===== config.mk =====
export PLATFORM = sky130hd
export DESIGN_NAME = sae_top
export DESIGN_NICKNAME = d
export VERILOG_FILES = /design/src/sae_pkg.sv /design/src/sae_page_if.sv /design/src/sae_page_unit.sv /design/src/sae_top.sv
export VERILOG_INCLUDE_DIRS = /design/src /design/src/src
export SDC_FILE = /design/constraint.sdc
export NUM_CORES = 1
export LEC_CHECK = 0
export BUFFER_PORTS_ARGS = -buffer_cell sky130_fd_sc_hd__buf_2
export CORE_MARGIN = 4
export CORE_UTILIZATION = 53
export DETAILED_ROUTE_END_ITERATION = 16
export GPL_ROUTABILITY_DRIVEN = 0
export PLACE_DENSITY = 0.8
export SLEW_MARGIN = 25
export SYNTH_ARGS = -nofsm -noshare
export SYNTH_HDL_FRONTEND = slang
export SYNTH_SLANG_ARGS = --single-unit

===== constraint.sdc =====
create_clock -name ref_clk -period 2.1 [get_ports ref_clk]
set_input_delay 0.63 -clock ref_clk [delete_from_list [all_inputs] [get_ports ref_clk]]
set_output_delay 0.63 -clock ref_clk [all_outputs]
set_load 0.05 [all_outputs]

===== src/sae_map.svh =====
`ifndef SAE_MAP_SVH
`define SAE_MAP_SVH

// Direct special function range
`define SAE_SFR_BIT        7
// Offset within the direct range
`define SAE_OFF_MSB        6
`define SAE_OFF_RST        7'h00
// System control zero register and its map-select bit
`define SAE_SYSTEM_CONTROL_ZERO_ADDR   8'h8F
`define SAE_SYSTEM_CONTROL_ZERO_RST    8'h00
`define SAE_MAP_BIT        0
// Page register layout: page, slot number, operation
`define SAE_PG_MSB         2
`define SAE_SLOT_LSB       4
`define SAE_SLOT_MSB       5
`define SAE_OP_LSB         6
`define SAE_OP_MSB         7
`define SAE_OP_SAVE        2'h2
`define SAE_OP_RESTORE     2'h3
`define SAE_PAGE_RST       3'h0
// Page register address and paged window of each module
`define SAE_PORT_PADDR     8'hB2
`define SAE_PORT_LO        8'hB0
`define SAE_PORT_HI        8'hB3
`define SAE_ADC_PADDR      8'hD1
`define SAE_ADC_LO         8'hCA
`define SAE_ADC_HI         8'hD3
`define SAE_CCU_PADDR      8'hA3
`define SAE_CCU_LO         8'h9A
`define SAE_CCU_HI         8'hA7
`define SAE_SCU_PADDR      8'hBF
`define SAE_SCU_LO         8'hB4
`define SAE_SCU_HI         8'hBF
`define SAE_ZERO8          8'h00

`endif


===== src/sae_pkg.sv =====
package sae_pkg;

    typedef enum logic [2:0] {
        SAE_MOD_PORT,
        SAE_MOD_ADC,
        SAE_MOD_CCU,
        SAE_MOD_SCU,
        SAE_MOD_NONE
    } sae_mod_t;

    typedef logic [2:0] sae_page_t;

endpackage


===== src/sae_page_if.sv =====
`timescale 1ns/10ps
interface sae_page_if #(
    parameter int PW = 3
);
    logic          wr;
    logic [7:0]    wdata;
    logic [PW-1:0] page;

    modport ctl  (output wr, output wdata, input page);
    modport unit (input wr, input wdata, output page);
endinterface


===== src/sae_page_unit.sv =====
`timescale 1ns/10ps
`include "sae_map.svh"
module sae_page_unit #(
    parameter int PW    = 3,
    parameter int SLOTS = 4
) (
    // Clock, reset and enable
    input  wire logic ref_clk,
    input  wire logic resetn,
    input  wire logic ce,
    // Page register access
    sae_page_if.unit  pif
);

    logic [PW-1:0] page_reg;
    logic [PW-1:0] slot_reg [SLOTS];
    logic [1:0]    op;
    logic [1:0]    slot;

    assign op   = pif.wdata[`SAE_OP_MSB:`SAE_OP_LSB];
    assign slot = pif.wdata[`SAE_SLOT_MSB:`SAE_SLOT_LSB];

    // Restore ignores the written page value
    always_ff @(posedge ref_clk or negedge resetn)
    begin
        if (!resetn)
            page_reg <= PW'(`SAE_PAGE_RST);
        else if (ce && pif.wr)
        begin
            if (op == `SAE_OP_RESTORE)
                page_reg <= slot_reg[slot];
            else
                page_reg <= pif.wdata[PW-1:0];
        end
    end

    // Save keeps the old page, so no read is ever needed first
    generate
        for (genvar s = 0; s < SLOTS; s++)
        begin : g_slot
            always_ff @(posedge ref_clk or negedge resetn)
            begin
                if (!resetn)
                    slot_reg[s] <= PW'(`SAE_PAGE_RST);
                else if (ce && pif.wr && op == `SAE_OP_SAVE
                         && slot == 2'(s))
                    slot_reg[s] <= page_reg;
            end
        end
    endgenerate

    assign pif.page = page_reg;

endmodule // sae_page_unit


===== src/sae_top.sv =====
`timescale 1ns/10ps
`include "sae_map.svh"
module sae_top #(
    parameter int NMOD  = 4,
    parameter int PW    = 3,
    parameter int SLOTS = 4
) (
    // Clock, reset, enable
    input  wire logic              ref_clk,
    input  wire logic              resetn,
    input  wire logic              ce,
    // CPU special function register access
    input  wire logic [7:0]        sfr_addr,
    input  wire logic              sfr_wr,
    input  wire logic              sfr_rd,
    input  wire logic [7:0]        sfr_wdata,
    output logic      [7:0]        sfr_rdata,
    output logic                   own_hit,
    // Map state
    output logic                   map_select_bit,
    // Decoded target towards the peripherals
    output logic                   dec_valid,
    output logic                   dec_write,
    output logic                   dec_mapped,
    output sae_pkg::sae_mod_t      dec_mod,
    output logic      [PW-1:0]     dec_page,
    output logic      [6:0]        dec_offset,
    output logic      [7:0]        dec_wdata
);

    // Page register address and paged window of each module
    localparam logic [7:0] PADDR [NMOD] = '{`SAE_PORT_PADDR,
        `SAE_ADC_PADDR, `SAE_CCU_PADDR, `SAE_SCU_PADDR};
    localparam logic [7:0] WLO [NMOD] = '{`SAE_PORT_LO,
        `SAE_ADC_LO, `SAE_CCU_LO, `SAE_SCU_LO};
    localparam logic [7:0] WHI [NMOD] = '{`SAE_PORT_HI,
        `SAE_ADC_HI, `SAE_CCU_HI, `SAE_SCU_HI};

    // Registered state
    logic [7:0]        system_control_zero_reg;
    logic [7:0]        rdata_reg;
    logic              own_hit_reg;
    logic              dvalid_reg;
    logic              dwrite_reg;
    logic              dmapped_reg;
    sae_pkg::sae_mod_t dmod_reg;
    logic [PW-1:0]     dpage_reg;
    logic [6:0]        doff_reg;
    logic [7:0]        dwdata_reg;

    // Decode terms
    logic              in_sfr;
    logic              mapped;
    logic              sys_hit;
    logic [NMOD-1:0]   pg_hit;
    logic [NMOD-1:0]   win_hit;
    logic [PW-1:0]     pages [NMOD];
    logic              own_any;
    logic              acc_any;
    logic              take_ext;
    logic [7:0]        rd_next;
    sae_pkg::sae_mod_t mod_next;
    logic [PW-1:0]     page_next;

    sae_page_if #(.PW(PW)) pif [NMOD] ();

    assign in_sfr  = sfr_addr[`SAE_SFR_BIT];
    assign mapped  = system_control_zero_reg[`SAE_MAP_BIT];
    // Reachable from both portions so software can always leave mapping
    assign sys_hit = in_sfr && sfr_addr == `SAE_SYSTEM_CONTROL_ZERO_ADDR;

    // Map-select only changes on a CPU write
    always_ff @(posedge ref_clk or negedge resetn)
    begin
        if (!resetn)
            system_control_zero_reg <= `SAE_SYSTEM_CONTROL_ZERO_RST;
        else if (ce && sfr_wr && sys_hit)
            system_control_zero_reg <= sfr_wdata;
    end

    // One page unit per paged module, standard portion only
    generate
        for (genvar i = 0; i < NMOD; i++)
        begin : g_mod
            assign pg_hit[i]  = in_sfr && !mapped && !sys_hit
                                && sfr_addr == PADDR[i];
            assign win_hit[i] = in_sfr && !mapped && !pg_hit[i]
                                && sfr_addr >= WLO[i]
                                && sfr_addr <= WHI[i];
            assign pif[i].wr    = sfr_wr && pg_hit[i];
            assign pif[i].wdata = sfr_wdata;
            assign pages[i]     = pif[i].page;

            sae_page_unit #(
                .PW    (PW),
                .SLOTS (SLOTS)
            ) u_page (
                .ref_clk (ref_clk),
                .resetn  (resetn),
                .ce      (ce),
                .pif     (pif[i])
            );
        end
    endgenerate

    assign own_any = sys_hit || (|pg_hit);
    assign acc_any = sfr_rd || sfr_wr;
    // Owned registers never leak to the peripherals as a second access
    assign take_ext = acc_any && in_sfr && !own_any;

    // Read data of the registers held here
    always_comb
    begin
        rd_next = `SAE_ZERO8;
        if (sys_hit)
            rd_next = system_control_zero_reg;
        for (int i = 0; i < NMOD; i++)
        begin
            if (pg_hit[i])
                rd_next = 8'(pages[i]);
        end
    end

    // Lowest module wins if windows ever overlap
    always_comb
    begin
        mod_next  = sae_pkg::SAE_MOD_NONE;
        page_next = PW'(`SAE_PAGE_RST);
        for (int i = NMOD - 1; i >= 0; i--)
        begin
            if (win_hit[i])
            begin
                mod_next  = sae_pkg::sae_mod_t'(i);
                page_next = pages[i];
            end
        end
    end

    // Owned-register hit, one cycle after the access
    always_ff @(posedge ref_clk or negedge resetn)
    begin
        if (!resetn)
            own_hit_reg <= 1'b0;
        else if (ce)
            own_hit_reg <= acc_any && own_any;
    end

    // Read data holds until the next read, writes leave it alone
    always_ff @(posedge ref_clk or negedge resetn)
    begin
        if (!resetn)
            rdata_reg <= `SAE_ZERO8;
        else if (ce && sfr_rd)
            rdata_reg <= rd_next;
    end

    // Decoded access strobe, one cycle after the CPU request
    always_ff @(posedge ref_clk or negedge resetn)
    begin
        if (!resetn)
            dvalid_reg <= 1'b0;
        else if (ce)
            dvalid_reg <= take_ext;
    end

    // Write side of the decoded access
    always_ff @(posedge ref_clk or negedge resetn)
    begin
        if (!resetn)
        begin
            dwrite_reg <= 1'b0;
            dwdata_reg <= `SAE_ZERO8;
        end
        else if (ce && take_ext)
        begin
            dwrite_reg <= sfr_wr;
            dwdata_reg <= sfr_wdata;
        end
    end

    // Target of the decoded access; fields hold between accesses
    always_ff @(posedge ref_clk or negedge resetn)
    begin
        if (!resetn)
        begin
            dmapped_reg <= 1'b0;
            dmod_reg    <= sae_pkg::SAE_MOD_NONE;
            dpage_reg   <= PW'(`SAE_PAGE_RST);
            doff_reg    <= `SAE_OFF_RST;
        end
        else if (ce && take_ext)
        begin
            dmapped_reg <= mapped;
            dmod_reg    <= mod_next;
            dpage_reg   <= page_next;
            doff_reg    <= sfr_addr[`SAE_OFF_MSB:0];
        end
    end

    // Outputs come straight from flip-flops
    assign sfr_rdata      = rdata_reg;
    assign own_hit        = own_hit_reg;
    assign map_select_bit = mapped;
    assign dec_valid      = dvalid_reg;
    assign dec_write      = dwrite_reg;
    assign dec_mapped     = dmapped_reg;
    assign dec_mod        = dmod_reg;
    assign dec_page       = dpage_reg;
    assign dec_offset     = doff_reg;
    assign dec_wdata      = dwdata_reg;

endmodule // sae_top


==> impl_metrics.py, run 1 <==
metrics = {
    "floorplan": {
        "row_count": 34,
        "io_pins": 55,
        "die_area_sq_um": 10600,
        "fp.coreArea_sq_um": 8760,
        "fp.dieW_microns": 103,
        "initial_core_util_pct": 54.6,
        "die_h_microns": 103,
    },
    "sta": {
        "slew_viol_final": 0,
        "finalCritPeriodShare_pct": 98.0,
        "finalSetupViolations": 0,
        "layout_min_cycle_time_ns": 2.06,
        "hold-worst-slack_ns": 0.189,
        "final-hold-violation-count": 0,
        "tightestPinTransition_ns": 0.458,
        "relSlewSlack_pct": 69.4,
        "fmax_ghz": 0.486,
        "finClkSkew_ns": 0.0102,
    },
    "detailed_routing": {
        "wirelength_mm": 12.0,
        "drt-vias-per-instance": 6.18,
        "drt_iter0_markers": 251,
        "wl_per_cell_microns": 20.2,
        "drcViolationCount": 0,
        "antenna_left": 0,
        "dr.pass1.iters": 5,
        "num_vias": 3669,
    },
    "placed_design": {
        "place_inst": 577,
        "io_buffers": 54,
        "post-dp-hpwl_mm": 8.93,
    },
    "grt": {
        "grt_pass1_wl_mm": 19.6,
        "grt_usage_pct": 24.0,
        "antenna_found_initial": 0,
        "grt_pass1_vias": 3803,
        "globalRouteOverflowTotal": 0,
        "grt_start_max_net_pins": 37,
    },
    "synth": {
        "synth.distinct_cells": 53,
        "ys.flop_type": "dfrtp_1",
        "netlist_area_sq_um": 4780,
        "syn_area_per_cell_sq_um": 12.7,
        "synth_warnings": 0,
        "ys_ff_latch": 101,
        "synthArstFlopShare_pct": 100,
        "seq_area_frac_synth_pct": 52.9,
        "syn-num-nets": 399,
        "synth_edf_count": 0,
        "synth_cells": 378,
    },
    "cts": {
        "hold_buffers": 0,
        "cts_buffers": 9,
        "clock_latency_ns": 0.37,
        "root_buffer": "clkbuf_8",
        "path_clk_slew_ns": 0.10,
        "h-tree-depth": 3,
        "cts_tree": "yes",
        "cts_buffer_depth": 2,
        "numClockSinks": 101,
    },
    "setup_path": {
        "end_kind": "flip-flop",
        "critPathLaunch": "system_control_zero_reg[0]",
        "critPathRequiredTime_ns": 2.36,
        "worstPathArrival_ns": 2.32,
        "worst_setup_path_start_kind": "flip-flop",
        "ff2ff_setup_slack_ns": 0.04,
        "path_class": "reg -> reg",
        "critPathMaxFanout": 6,
        "reg2reg_from": "system_control_zero_reg[0]",
    },
    "cells_and_area": {
        "final_nets": 503,
        "drive_above_1_share_pct": 49.8,
        "n_fill_cell": 624,
        "insertedDiodeCount": 0,
        "largest_register_ffs": 48,
        "stdcell_count": 594,
        "area_growth_pct": 24.9,
    },
    "status": {
        "status": "complete, no violations",
    },
    "power": {
        "p_per_area_nw_per_um2": 704,
        "ir_drop_mv": 0.375,
        "p_leak_nw": 2.88,
    },
    "worst_hold_path": {
        "hold_class": "in -> async",
    },
    "job": {
        "cap_violations": 0,
    },
}
final timing paths:
check	endpoint	cells past startpoint
worst min register to register	sfr_rdata[6]	2
max in group asynchronous	dec_mod[2]	2
worst min-delay path	g_mod[2].u_page.slot_reg[11]	1
worst max register to register	g_mod[2].u_page.slot_reg[1]	5
worst max-delay path	g_mod[2].u_page.slot_reg[1]	5
min in group ref_clk	sfr_rdata[6]	2
power breakdown:
group	total (mW)	switching, mW	leakage [nW]	internal, mW
combinational	0.735	0.494	1.41	0.240
clock	1.40	0.702	0.113	0.703
sequential	2.07	0.0492	1.36	2.02
metrics by stage:
stage	cell area (sq um)	worst slack [ns]	utilization (%)	power [mW]	TNS [ns]
2_1_floorplan	4950	-0.201	-	2.57	-5.43
3_3_place_gp	5710	-0.332	65.1	2.82	-18.74
3_5_place_dp	5710	-0.380	65.1	2.84	-22.31
4_1_cts	5940	0.0232	67.8	4.21	0
5_1_grt	5980	-0.00415	68.2	4.35	-0.00700
6_report	5980	0.0422	68.2	4.21	0
repair_timing:
action,4_1_cts,5_1_grt
buffers inserted,0,2
resized for setup,3,5
endpoints found under the hold margin,0,0
pin swaps,0,1
endpoints found under the setup margin,4,26
worst max-delay path, cell delays in order, from the launching register on:
cell and delay [ns]:
dfrtp_1 0.44, or4b_4 0.50, buf_6 0.16, nor4_4 0.26
and3_4 0.26, mux2_2 0.33
area by class of cell:
cell class	count	area (sq um)	area share (%)
Inverter	4	15.0	0.251
Clock buffer	10	138	2.30
Multi-Input combinational cell	255	2310	38.7
Tap cell	108	135	2.26
Timing Repair Buffer	111	767	12.8
Clock inverter	5	82.6	1.38
Sequential cell	101	2530	42.3
kinds of logic after synthesis:
family,synth area share (%)
AND/OR/NAND/NOR,14.1
AO/OA/AOI/OAI,8.16
multiplexers,22.4
XOR/XNOR,0.183
flip-flops,52.9
buffers and inverters,2.38
synthesized netlist by cell type (all sizes together), types with 2 or more instances:
master  number  area share [%]
nand2       31             2.4
nor2        24             1.9
a221oi       3            0.55
o21ai       18             1.9
a21oi        2            0.21
nor3b        2            0.31
o211ai       2            0.31
nor2b        7            0.92
or2          2            0.26
mux2        71              17
o311a        3            0.63
dfrtp      100              52
or4b         2            0.42
nand4b       4             1.0
clkbuf       8            0.63
mux4        12             5.6
buf         10             1.4
o31ai        5            0.78
a222oi       3            0.63
nor3         3            0.52
a31oi       12             1.6
a21o         3            0.47
nand3       15             1.6
and4         2            0.37
inv          4            0.31
nand2b       4            0.58
nand4        2            0.58
and3         3            0.39
nor4         8             1.8
cells in the final DEF (no fill, tap or decap), drive strengths merged, types with 4 or more instances in the layout:
| master | Yosys | layout |
|---|---|---|
| a31oi | 12 | 12 |
| o31ai | 5 | 5 |
| nand2b | 4 | 4 |
| inv | 4 | 5 |
| mux2 | 71 | 71 |
| nand2 | 31 | 31 |
| nor2b | 7 | 7 |
| nor2 | 24 | 24 |
| o21ai | 18 | 18 |
| buf | 10 | 111 |
| dfrtp | 100 | 100 |
| nand4b | 4 | 4 |
| mux4 | 12 | 12 |
| nor4 | 8 | 8 |
| clkbuf | 8 | 10 |
| nand3 | 15 | 15 |
per-layer routing:
layer | up-vias | GRT usage, % | wire length [microns]
li1 | 1626 | - | -
met5 | - | 0 | 0
met2 | 178 | 39.5 | 5930
met4 | 0 | 8.96 | 372
met3 | 37 | 4.60 | 735
met1 | 1828 | 31.6 | 4980
(Power assumes the default switching activity.)
==> run 2, diff against run 1 <==
--- a/config.mk
+++ b/config.mk
@@ -15,4 +15,5 @@
 export SLEW_MARGIN = 25
 export SYNTH_ARGS = -nofsm -noshare
 export SYNTH_HDL_FRONTEND = slang
+export SYNTH_HIERARCHICAL = 1
 export SYNTH_SLANG_ARGS = --single-unit
==> impl_metrics.py, run 2 <==
metrics = {
    "sta": {
        "tns_ns": -0.0240,
        "setup_ws_ns": -0.0192,
        "finalCritPeriodShare_pct": 101,
        "fmax_ghz": 0.472,
        "slew_viol_final": 0,
        "tightestPinTransition_ns": 0.537,
        "hold-worst-slack_ns": 0.191,
        "layout_min_cycle_time_ns": 2.12,
        "relSlewSlack_pct": 64.2,
        "rsz0062_at_grt": "true",
        "final-hold-violation-count": 0,
        "finClkSkew_ns": 0.0115,
        "finalSetupViolations": 3,
    },
    "setup_path": {
        "reg2reg_from": "system_control_zero_reg[0]",
        "r2r_cells": 6,
        "path_class": "reg -> reg",
        "worstPathArrival_ns": 2.38,
        "critPathRequiredTime_ns": 2.36,
        "worst_setup_path_start_kind": "flip-flop",
        "critPathTopFamily": "simple AND/OR/NAND/NOR gates",
        "end_kind": "flip-flop",
        "critPathMaxFanout": 5,
        "max_stage_delay_ns": 0.44,
        "reg2reg_to": "g_mod[3].u_page/slot_reg[8]",
        "ff2ff_setup_slack_ns": -0.02,
        "path_cells": "and4bb_4 > and3_4 > and2_4 > nand4b_4 > nor3b_4 > mux2_2",
        "cp_slowest_cell": "dfrtp_2",
        "worst-path-stages": 6,
        "worst-path-buf-inv": 0,
    },
    "worst_hold_path": {
        "hold_class": "in -> async",
    },
    "cells_and_area": {
        "design_area_sq_um": 6080,
        "stdcell_count": 615,
        "insertedDiodeCount": 0,
        "drive_above_1_share_pct": 46.9,
        "area_growth_pct": 20.7,
        "utilization_pct": 65.8,
        "final_nets": 502,
        "final_common_cell": "dfrtp_1",
        "largest_register_ffs": 48,
        "layout_common_cells": "dfrtp_1 (99), buf_2 (53), buf_4 (49), mux2_2 (47), nand2_1 (25)",
    },
    "synth": {
        "syn-num-nets": 404,
        "synth_common_cells": "dfrtp_1 (100), mux2_2 (56), nand2_1 (25)",
        "yosys.area.top_type": "dfrtp_1",
        "synth_warnings": 6,
        "synthArstFlopShare_pct": 100,
        "syn_area_per_cell_sq_um": 13.2,
        "synth_top_area_share_pct": 49.7,
        "synth_cells": 383,
        "synth.area.top_cells": "dfrtp_1 (50%), mux2_2 (13%), mux4_2 (5.4%)",
        "synth.distinct_cells": 46,
        "netlist_area_sq_um": 5040,
        "synth_edf_count": 0,
        "ys_ff_latch": 101,
        "yosysMostFrequentCell": "dfrtp_1",
        "ys.flop_type": "dfrtp_1",
        "seq_area_frac_synth_pct": 50.2,
    },
    "detailed_routing": {
        "drcViolationCount": 0,
        "drt_iter0_markers": 191,
        "drt-vias-per-instance": 5.86,
        "num_vias": 3602,
        "wl_per_cell_microns": 19.5,
        "dr.pass1.iters": 4,
        "antenna_left": 0,
        "wirelength_mm": 12.0,
    },
    "cts": {
        "hold_buffers": 0,
        "cts_tree": "yes",
        "clock_latency_ns": 0.37,
        "path_clk_slew_ns": 0.10,
        "cts_buffers": 9,
        "cts_buffer_depth": 2,
        "h-tree-depth": 3,
        "root_buffer": "clkbuf_8",
        "numClockSinks": 101,
    },
    "floorplan": {
        "die_area_sq_um": 11100,
        "initial_core_util_pct": 54.5,
        "io_pins": 55,
        "row_count": 35,
        "fp.dieW_microns": 105,
        "die_h_microns": 105,
        "fp.coreArea_sq_um": 9240,
    },
    "status": {
        "violations": "negative setup slack",
        "status": "finished, violations left",
    },
    "grt": {
        "grt_usage_pct": 22.1,
        "grt_pass1_vias": 3852,
        "globalRouteOverflowTotal": 0,
        "antenna_found_initial": 0,
        "grt_pass1_wl_mm": 19.4,
        "grt_start_max_net_pins": 42,
    },
    "power": {
        "ir_drop_mv": 0.343,
        "p_leak_nw": 3.06,
        "p_per_area_nw_per_um2": 656,
    },
    "placed_design": {
        "io_buffers": 54,
        "placed_area_sq_um": 5840,
        "post-dp-hpwl_mm": 8.60,
        "place_inst": 597,
    },
    "job": {
        "cap_violations": 0,
    },
}
-- run 2: cell types whose count changed in the layout (fill, tap and decap cells not counted), moves of 4 or more --
cell / before / now
mux2i_1: 0 / 15
mux2_1: 1 / 15
nand3_1: 15 / 1
a31oi_1: 12 / 0
a21oi_1: 1 / 12
mux2_2: 57 / 47
nor3b_4: 0 / 8
and2_1: 0 / 5
inv_1: 4 / 9
nor4_1: 5 / 0
mux2_4: 13 / 9
nand4_2: 0 / 4
o21ai_1: 0 / 4
-- run 2: what timing repair did --
action                                  CTS  global route
buffers inserted                          2             0
pin swaps                                 1             3
endpoints found under the setup margin   10            35
gates resized for setup                   0             8
-- run 2: metal layers --
layer	global-route usage, %	vias to the layer above	part of all wire (%)
met5	0	-	0
met4	10.7	0	2.3
met3	2.76	22	4.1
met1	27.7	1860	43
li1	-	1621	-
met2	38.0	99	50
-- run 2: layout make-up --
| class | count | area [sq um] |
|---|---|---|
| Clock inverter | 7 | 66.3 |
| Fill cell | 654 | 3160 |
| Sequential cell | 101 | 2530 |
| Timing Repair Buffer | 105 | 693 |
| Tap cell | 129 | 161 |
| Inverter | 9 | 33.8 |
| Multi-Input combinational cell | 255 | 2470 |
| Clock buffer | 9 | 124 |
-- run 2: worst max-delay path by stage --
stage	end	from	slack [ns]
5_1_grt	g_mod[3].u_page/slot_reg[4]	system_control_zero_reg[0]	-0.05
4_1_cts	g_mod[3].u_page/slot_reg[8]	system_control_zero_reg[0]	-0.006
2_1_floorplan	g_mod[0].u_page/slot_reg[3]	sfr_addr[6]	-0.04
3_3_place_gp	g_mod[0].u_page/slot_reg[8]	sfr_addr[6]	-0.25
3_5_place_dp	g_mod[0].u_page/slot_reg[6]	sfr_addr[6]	-0.31
6_report	g_mod[3].u_page/slot_reg[8]	system_control_zero_reg[0]	-0.02
-- run 2: worst register-to-register path, delay by kind of cell (launching register included) --
kind,cells,cell delay (ns)
muxes,1,0.38
and+or+nand+nor,5,1.18
DFF,1,0.44
-- run 2: metrics by stage --
step                      setup slack [ns]  power (mW)
final                              -0.0192        3.99
after global placement              -0.254        2.80
after detailed placement            -0.313        2.82
after global routing               -0.0542        4.14
after CTS                         -0.00598        4.00
after floorplan                    -0.0436        2.54
-- run 2: cells by family after synthesis --
kind of cell	count (synthesis)	share of synthesized area, %
simple gates	99	14.3
buf+inv	27	3.30
mux	98	24.2
flops	101	50.2
compound gates	58	7.95
-- run 2: power by group --
part	internal (mW)	total (mW)	switching [mW]
Combinational	0.207	0.691	0.484
Sequential	2.03	2.09	0.0629
Clock	0.460	1.20	0.744
Total	2.70	3.99	1.29
